==> src/rtl/clsb_pkg.sv <==
// package: opcodes, widths and reset values for the logic/shift/branch execution slice
package clsb_pkg;
    // ------------------------------------------------------------
    // widths
    // ------------------------------------------------------------
    localparam int unsigned DATA_W    = 8;
    localparam int unsigned FADDR_W   = 7;
    localparam int unsigned BIT_W     = 3;
    localparam int unsigned OPC_W     = 14;
    localparam int unsigned PC_W      = 15;
    localparam int unsigned BRA_OFF_W = 9;
    // ------------------------------------------------------------
    // opcode fields
    // ------------------------------------------------------------
    localparam logic [5:0]  OPC_ADDWC     = 6'h3D;   // 11 1101 dfff ffff
    localparam logic [5:0]  OPC_ANDL      = 6'h39;   // 11 1001 kkkk kkkk
    localparam logic [5:0]  OPC_ANDF      = 6'h05;   // 00 0101 dfff ffff
    localparam logic [5:0]  OPC_ASR       = 6'h37;   // 11 0111 dfff ffff
    localparam logic [3:0]  OPC_BCLR      = 4'h4;    // 01 00bb bfff ffff
    localparam logic [4:0]  OPC_BRAL      = 5'h19;   // 11 001k kkkk kkkk
    localparam logic [13:0] OPC_BRACC     = 14'h000B; // 00 0000 0000 1011
    localparam logic [3:0]  ACC_BR_LOW_NIB = 4'hB;
    // ------------------------------------------------------------
    // reset values and destination select encodings
    // ------------------------------------------------------------
    localparam logic [7:0]  ACC_RST       = 8'h00;
    localparam logic [14:0] PC_RST        = 15'h0000;
    localparam logic        CARRY_RST     = 1'b0;
    localparam logic        ZERO_RST      = 1'b0;
    localparam logic        DEST_ACC      = 1'b0;
    localparam logic        DEST_FILE     = 1'b1;
    typedef enum logic [2:0] {
        CLSB_OP_NONE, CLSB_OP_ADDC, CLSB_OP_ANDL, CLSB_OP_ANDF,
        CLSB_OP_ASR, CLSB_OP_BCLR, CLSB_OP_BRAL, CLSB_OP_BRACC
    } clsb_op_t;
endpackage

==> src/rtl/clsb_zero_det.sv <==
// zero detector for an operation result
`timescale 1ns/1ns
module clsb_zero_det #(
    parameter int unsigned W = 8
) (
    // operand
    input  wire logic [W-1:0] value,
    // result
    output wire logic         is_zero
);
    // reduction keeps the flag independent of the operation that made it
    assign is_zero = ~|value;
endmodule

==> src/rtl/clsb_exec.sv <==
// execution slice: add with carry, and, arithmetic shift, bit clear, relative branches
`timescale 1ns/1ns
// How it works
// - add acc, carry, file; d picks target
// - and literal into acc, zero flag only
// - and file, d picks target, zero only
// - 7-bit file address, 3-bit bit index
// - shift right keeping bit 7 as sign
// - shifted-out bit to carry, zero updated
// - bit clear touches one bit, no flags
// - pc gets pc+1 plus signed 9-bit offset
// - literal branch: two cycles, no flags
// - acc branch: pc+1 plus unsigned acc
// - pc change adds a no-operation cycle
// - acc branch decoded from full opcode
module clsb_exec
    import clsb_pkg::*;
(
    // clock and reset
    input  wire logic                 mclk,
    input  wire logic                 rst,
    // instruction in
    input  wire logic                 instr_valid,
    input  wire logic [OPC_W-1:0]     instr,
    // file register read data for the decoded address
    input  wire logic [DATA_W-1:0]    file_rdata,
    // file register side
    output wire logic [FADDR_W-1:0]   file_addr,
    output logic                      file_we,
    output logic      [DATA_W-1:0]    file_wdata,
    // architectural state
    output logic      [DATA_W-1:0]    acc_q,
    output logic                      carry_q,
    output logic                      zero_q,
    output logic      [PC_W-1:0]      pc_q,
    // pipeline
    output wire logic                 busy,
    output logic                      unknown_op
);
    // ------------------------------------------------------------
    // decode
    // ------------------------------------------------------------
    logic        nop_q;
    wire logic   go       = instr_valid & ~nop_q;
    wire logic   dest     = instr[7];
    wire logic [2:0] bidx = instr[9:7];
    assign file_addr = instr[6:0];
    wire logic   is_bracc = (instr[13:12] == 2'b00) && (instr == OPC_BRACC)
                           && (instr[3:0] == ACC_BR_LOW_NIB);
    wire logic   is_bral = instr[13:9] == OPC_BRAL;
    clsb_op_t op;
    assign op = is_bracc                     ? CLSB_OP_BRACC :
                is_bral                      ? CLSB_OP_BRAL :
                (instr[13:8] == OPC_ADDWC)   ? CLSB_OP_ADDC :
                (instr[13:8] == OPC_ANDL)    ? CLSB_OP_ANDL :
                (instr[13:8] == OPC_ANDF)    ? CLSB_OP_ANDF :
                (instr[13:8] == OPC_ASR)     ? CLSB_OP_ASR  :
                (instr[13:10] == OPC_BCLR)   ? CLSB_OP_BCLR : CLSB_OP_NONE;
    // ------------------------------------------------------------
    // datapath
    // ------------------------------------------------------------
    // nine bits so the carry out of the sum is kept
    wire logic [8:0] sum9   = {1'b0, acc_q} + {1'b0, file_rdata} + {8'h00, carry_q};
    wire logic [7:0] and_l  = acc_q & instr[7:0];
    wire logic [7:0] and_f  = acc_q & file_rdata;
    wire logic [7:0] asr_r  = {file_rdata[7], file_rdata[7:1]};
    wire logic [7:0] bmask  = ~(8'h01 << bidx);
    wire logic [7:0] bclr_r = file_rdata & bmask;
    wire logic [PC_W-1:0] pc_inc  = pc_q + 15'h0001;
    wire logic [PC_W-1:0] off_s   = {{(PC_W-BRA_OFF_W){instr[8]}}, instr[8:0]};
    wire logic [PC_W-1:0] off_acc = {7'h00, acc_q};
    logic [7:0] res;
    always_comb begin
        unique case (op)
            CLSB_OP_ADDC: res = sum9[7:0];
            CLSB_OP_ANDL: res = and_l;
            CLSB_OP_ANDF: res = and_f;
            CLSB_OP_ASR:  res = asr_r;
            CLSB_OP_BCLR: res = bclr_r;
            default:      res = 8'h00;
        endcase
    end
    logic res_zero;
    clsb_zero_det #(.W(DATA_W)) clsb_zero_det_i (
        .value   (res),
        .is_zero (res_zero)
    );
    wire logic to_file = go && ((op == CLSB_OP_BCLR) ||
        (dest == DEST_FILE && (op == CLSB_OP_ADDC || op == CLSB_OP_ANDF
                               || op == CLSB_OP_ASR)));
    wire logic to_acc  = go && ((op == CLSB_OP_ANDL) ||
        (dest == DEST_ACC && (op == CLSB_OP_ADDC || op == CLSB_OP_ANDF
                              || op == CLSB_OP_ASR)));
    wire logic zero_upd  = go && (op == CLSB_OP_ADDC || op == CLSB_OP_ANDL
                                  || op == CLSB_OP_ANDF || op == CLSB_OP_ASR);
    wire logic carry_upd = go && (op == CLSB_OP_ADDC || op == CLSB_OP_ASR);
    wire logic carry_d   = (op == CLSB_OP_ASR) ? file_rdata[0] : sum9[8];
    wire logic is_branch = go && (op == CLSB_OP_BRAL || op == CLSB_OP_BRACC);
    wire logic [PC_W-1:0] pc_d = (op == CLSB_OP_BRACC) ? pc_inc + off_acc
                                                     : pc_inc + off_s;
    assign busy = nop_q;
    // ------------------------------------------------------------
    // state
    // ------------------------------------------------------------
    // architectural registers; branches leave flags alone
    always_ff @(posedge mclk) begin
        if (rst) begin
            acc_q   <= ACC_RST;
            carry_q <= CARRY_RST;
            zero_q  <= ZERO_RST;
        end else begin
            if (to_acc)    acc_q   <= res;
            if (carry_upd) carry_q <= carry_d;
            if (zero_upd)  zero_q  <= res_zero;
        end
    end
    // program counter and the flush cycle after a taken branch
    always_ff @(posedge mclk) begin
        if (rst) begin
            pc_q  <= PC_RST;
            nop_q <= 1'b0;
        end else begin
            nop_q <= is_branch;
            if (is_branch)     pc_q <= pc_d;
            else if (go)       pc_q <= pc_inc;
        end
    end
    // write port registered so data output comes from flops
    always_ff @(posedge mclk) begin
        if (rst) begin
            file_we    <= 1'b0;
            file_wdata <= 8'h00;
            unknown_op <= 1'b0;
        end else begin
            file_we    <= to_file;
            file_wdata <= res;
            unknown_op <= go && (op == CLSB_OP_NONE);
        end
    end
endmodule

==> config.mk <==
export PLATFORM = sky130hd
export DESIGN_NAME = clsb_exec
export DESIGN_NICKNAME = d
export VERILOG_FILES = /design/src/rtl/clsb_pkg.sv /design/src/rtl/clsb_zero_det.sv /design/src/rtl/clsb_exec.sv
export SDC_FILE = /design/constraint.sdc
export NUM_CORES = 1
export LEC_CHECK = 0
export ABC_AREA = 1
export BUFFER_PORTS_ARGS = -buffer_cell sky130_fd_sc_hd__buf_4
export CORE_ASPECT_RATIO = 1.5
export CORE_MARGIN = 4
export CORE_UTILIZATION = 56
export CTS_CLUSTER_SIZE = 12
export DETAILED_ROUTE_END_ITERATION = 12
export PLACE_DENSITY = 0.81
export SKIP_CTS_REPAIR_TIMING = 1
export SYNTH_ARGS = -nofsm -noshare
export SYNTH_HDL_FRONTEND = slang
export SYNTH_SLANG_ARGS = --single-unit
==> constraint.sdc <==
create_clock -name mclk -period 2.93 [get_ports mclk]
set_clock_uncertainty 0.05 [all_clocks]
set_input_delay 0.1465 -clock mclk [delete_from_list [all_inputs] [get_ports mclk]]
set_output_delay 0.1465 -clock mclk [all_outputs]
set_load 0.02 [all_outputs]
# Word level (Yosys, flattened, before mapping)
# Index checks and enable logic that the tools add are counted.
# op_classes
n_shift	1
eq_ne	15
reduce_logical	24
muxes	12
add_sub_neg	5
n_bitwise	7
# op_table
cell	n
two-way mux 15 bit	3
one-hot mux 8 bit (5 select lines)	1
bitwise AND 8 bit	3
two-way mux 3 bit	7
== test 6 bit (second input constant)	3
adder 15 x 1 -> 15 bit (second input constant)	1
adder 15 bit	1
adder 15 x 8 -> 15 bit	1
== test 14 x 4 -> 1 bit (second input constant)	1
== test 3 bit (second input constant)	4
logical AND 1 bit	10
adder 8 x 8 -> 9 bit	1
adder 9 x 1 -> 9 bit	1
logical OR 1 bit	9
NOT 8 bit	1
OR reduction 8 bit	1
<< shifter 1 x 3 -> 8 bit (first input constant)	1
== test 3 x 2 -> 1 bit (second input constant)	2
== test 6 x 3 -> 1 bit (second input constant)	1
== test 5 bit (second input constant)	1
== test 4 x 3 -> 1 bit (second input constant)	1
== test 4 bit (second input constant)	1
== test 3 x 1 -> 1 bit (second input constant)	1
logical NOT 3 bit	1
other kinds (6)	7
# totals
input_bits	25
out_inout_bits	43
reg_bits	36

# Longest topological paths before layout
# logic_depth
word_depth	14
depth_mapped	22
mapped_depth_nobuf	21

# Hierarchy
# From an unflattened synthesis, not the netlist that was laid out.
# hier_totals
hier_cells	517
hier_area_um2	3384.5
# by_module_without_submodules
module	seq_area_each_um2	n_inst	cells_each	area_each_um2
clsb_exec	720.7	1	510	3358.2
clsb_zero_det	0.0	1	7	26.3

# Least setup slack after synthesis
# No wires, ideal clock.
# synth_path
kind	register to register
start	register pc_q[0]
end	register pc_q[14]
slack_ns	0.289
t_arrival_ns	2.481
n_path_buf	0
t_required_ns	2.771
path_stages_with_launch	20
cell_sequence	dfxtp_1 > ha_1 > nand2_2 > nor2_4 > nand3_1 > xor2_1 > ha_1 > nand2_1 > nor3_1 > nand2_1 > nand2_1 > nand3_1 > nand2_1 > nand3_1 > nand4_1 > nand2_1 > nand2_1 > nand3_1 > nand2_1 > inv_1
# synth_between
elab_chain_len	4
elab_cells_between_ends	6
classes_between	add/sub: 3; mux: 3
# synth_rtl
item	line	source
from (decl)	clsb_exec.sv:35	output logic [PC_W-1:0] pc_q,
from (signal assigned)	clsb_exec.sv:124	if (is_branch) pc_q <= pc_d;
from (signal assigned)	clsb_exec.sv:125	else if (go) pc_q <= pc_inc;
adder 15 x 1 -> 15 bit *	clsb_exec.sv:69	wire logic [PC_W-1:0] pc_inc = pc_q + 15'h0001;
adder 15 bit or adder 15 x 8 -> 15 bit (tied branches)	clsb_exec.sv:100, clsb_exec.sv:99	
two-way mux 15 bit	clsb_exec.sv:99	wire logic [PC_W-1:0] pc_d = (op == CLSB_OP_BRACC) ? pc_inc + off_acc
two-way mux 15 bit *	clsb_exec.sv:124	
# Mark *: on every way between the ends. The rest lies on a longest branch, timed or not. The select of a mux whose other input is x is not followed.
# A chain may end at the register's enable or synchronous reset.

# Final worst setup path
# layout_path
start	register pc_q[1]
end	register pc_q[13]
# The elaborated chain is that of the path after synthesis.

==> impl_results.md <==
- Outcome: finished clean
- Total power: 0.00124 W
- Clock network power share: 0.302
- Fin util: 0.696
- FMAX: roughly 370 MHz
- Final worst setup slack: 0.211 ns
- Ports: between 60 and 70
- H-Tree Depth: 2
- Pwr per Cell Area: between 300 and 400 mW/mm^2
- Final period util: 0.928
- Most common cell after layout, fill and taps aside: nand2_1
- Main combinational cell family by area after synthesis: simple AND/OR/NAND/NOR gates
- CP endpoint kind: register
- CTS tree: yes
- CP max FO: 6
- CTS buffer count: 5
- Post-synth EDFFs: 0
- MaxCap Viol Count: 0
- Switch share: 0.351
- Average routed wire per standard cell: 15.9 um
- Drt first-iter violations: between 200 and 250
- Fraction of registers with async set or reset after synthesis: 0
- Total via count in the routed design: 3744
- Post-synthesis simple-gate area fraction: 0.322
- Total grt overflow: 0
- Sequential Power Share: 0.417
- Setup violators final: 0
- DRC Markers: 0
- Clock Path Buffers: 2
- Synth Area in Compound Gates: 0.211
- Core area: slightly below 0.006 mm^2
- # port buffers: 67
- Xor/xnor share of the synthesized area: 0.0342
- Global-route wire length before repair: around 17000 um
- Adder-cell share of the synthesized area: 0.0933
- Chip height: between 100 and 150 um
- Logic pwr share: 0.280
- Area delta synth->final: 21.0%
- Fin crit period: 2.72 ns
- Root Buffer: clkbuf_8
- Initial Util: 0.575
- Layout cells sized above 1: 0.232
- Leakage: a little under 2 nW
- FF+latch count, synth: 36
- Vias per cell: 5.76
- Worst VDD drop: between 0.2 and 0.25 mV
- DRT antenna net count: 0
- Most frequent cells in the layout: 99 x nand2_1, 81 x buf_4, 69 x inv_1
- Clock Latency Late Sink: between 0.2 and 0.3 ns
- Vias in the first global route: 3737
- Most area-consuming cells after synthesis: dfxtp_1 22%, nand2_1 11%, inv_1 7.8%, ha_1 7.5%, a21oi_1 6.8%
- Worst-Margin Slew: a little under 0.6 ns
- CP arrival: slightly below 3 ns
- Flop-to-flop setup slack: between 0.2 and 0.25 ns
- Startpoint Class: register
- Max Slew Vio Count: 0
- Drt first pass iters: 5
- Ys Warns: 0
- Slew headroom: 0.615
- CP required: 3.11 ns
- Unrepaired setup endpoints after global routing: yes
- Placed inst area: 0.00388 mm^2
- Final estimated routing congestion in global placement: 0.942
- Largest net degree at the start of global routing: 21
- Nets: ~630
- Syn Area/Cell: around 6.6 um^2
- Hold Vio Cnt, Final: 0
- Tightest Hold Check Type: in2reg
- Yosys top cell area share: 0.217
- Mux cell area share after synthesis: 0
- Initial antenna violation count: 0
- GRT Overall Usage: 0.295
- Cell Int Power: just over 0.0008 W
- Register area share after synthesis: 0.217
- Diode count: 0
- Post-Syn Instances: 507
- Die width: 70.9 um
- Unique masters post-synth: between 50 and 60
- Row Count: 34
- Area of the mapped netlist: 0.00333 mm^2
- Cell area after layout: 0.00402 mm^2
- Main flop type after synthesis: dfxtp_1
- Post-Syn Nets: ~560
- WL final: approximately 10000 um
- Sink Count: 36
- Die area: roughly 0.0073 mm^2
- Setup TNS: 0 ns
- Worst slack at placement: between 0.01 and 0.015 ns
- Psw: between 0.0004 and 0.0005 W
- Hpwl dp: ~8300 um
- WS Path Type: reg2reg
- Largest area contributor in the netlist: dfxtp_1
- CTS clk-pin slew, worst paths: around 0.080 ns
[state kept, by name, summed over array words and instances (netlist names)]
name        cells
carry_q         1
busy            1
acc_q           8
pc_q           15
file_we         1
unknown_op      1
file_wdata      8
zero_q          1
[power by group through the flow]
stage | Clock [W] | Combinational (W) | Sequential (W)
floorplan | 0 | 0.000203 | 0.000547
global placement | 0 | 0.000331 | 0.000530
detailed placement | 0 | 0.000339 | 0.000531
CTS | 0.000381 | 0.000341 | 0.000519
global route | 0.000403 | 0.000385 | 0.000522
finish | 0.000376 | 0.000349 | 0.000520
[logic make-up after synthesis]
kind of cell | count (synthesis)
AOI/OAI and AO/OA | 118
xor gates and xnor gates | 13
adders and majority gates | 23
buffers and inverters | 92
DFF | 36
and+or+nand+nor | 225
[per-layer routing]
layer / track usage / routed length (um) / vias to the layer above
li1: - / - / 1843
met1: 0.293 / 3710 / 1708
met2: 0.557 / 5490 / 149
met3: 0.0423 / 538 / 44
met4: 0.201 / 622 / 0
met5: 0 / 0 / -
[worst paths after layout]
| kind | startpoint | to | cells after the start |
|---|---|---|---|
| hold reg to reg | zero_q | zero_q | 2 |
| setup / recovery | pc_q[1] | pc_q[13] | 17 |
| setup reg to reg | pc_q[1] | pc_q[13] | 17 |
| hold / removal | instr[7] | file_we | 3 |
[through the flow]
| step | hold WS [ns] | instances |
|---|---|---|
| floorplan | 0.239 | 507 |
| global placement | 0.416 | 640 |
| detailed placement | 0.422 | 640 |
| CTS | 0.132 | 648 |
| global route | 0.143 | 650 |
| finish | 0.130 | 650 |
[worst max-delay path, cell delays in order (launching register included)]
cell	delay (ns)
dfxtp_2	0.37
ha_1	0.20
nand2_2	0.08
nor2_4	0.13
nand4_1	0.21
xor2_1	0.19
inv_1	0.08
ha_2	0.38
nand2_1	0.06
nor2_1	0.12
nand3_1	0.10
nand4_1	0.14
nand2_1	0.09
nand3b_1	0.08
nand2_1	0.08
a21oi_2	0.11
o21ai_1	0.07
a31oi_1	0.11
[layout make-up]
type,instances,area [um^2]
fill,543,1760
clock inverter,3,23.8
clock buffer,5,68.8
tap,72,90.1
multi-input combinational,379,2220
inverter,74,284
sequential,36,728
timing repair buffer,81,608
[synth_stat cells, drive strengths merged (6+ instances only)]
| cell | count |
|---|---|
| ha | 20 |
| a21oi | 47 |
| buf | 12 |
| nand4 | 17 |
| nand3 | 44 |
| inv | 72 |
| clkbuf | 6 |
| o21ai | 46 |
| nor2 | 44 |
| xor2 | 13 |
| dfxtp | 36 |
| nand2 | 107 |
Power figures use the tool's default switching activity.
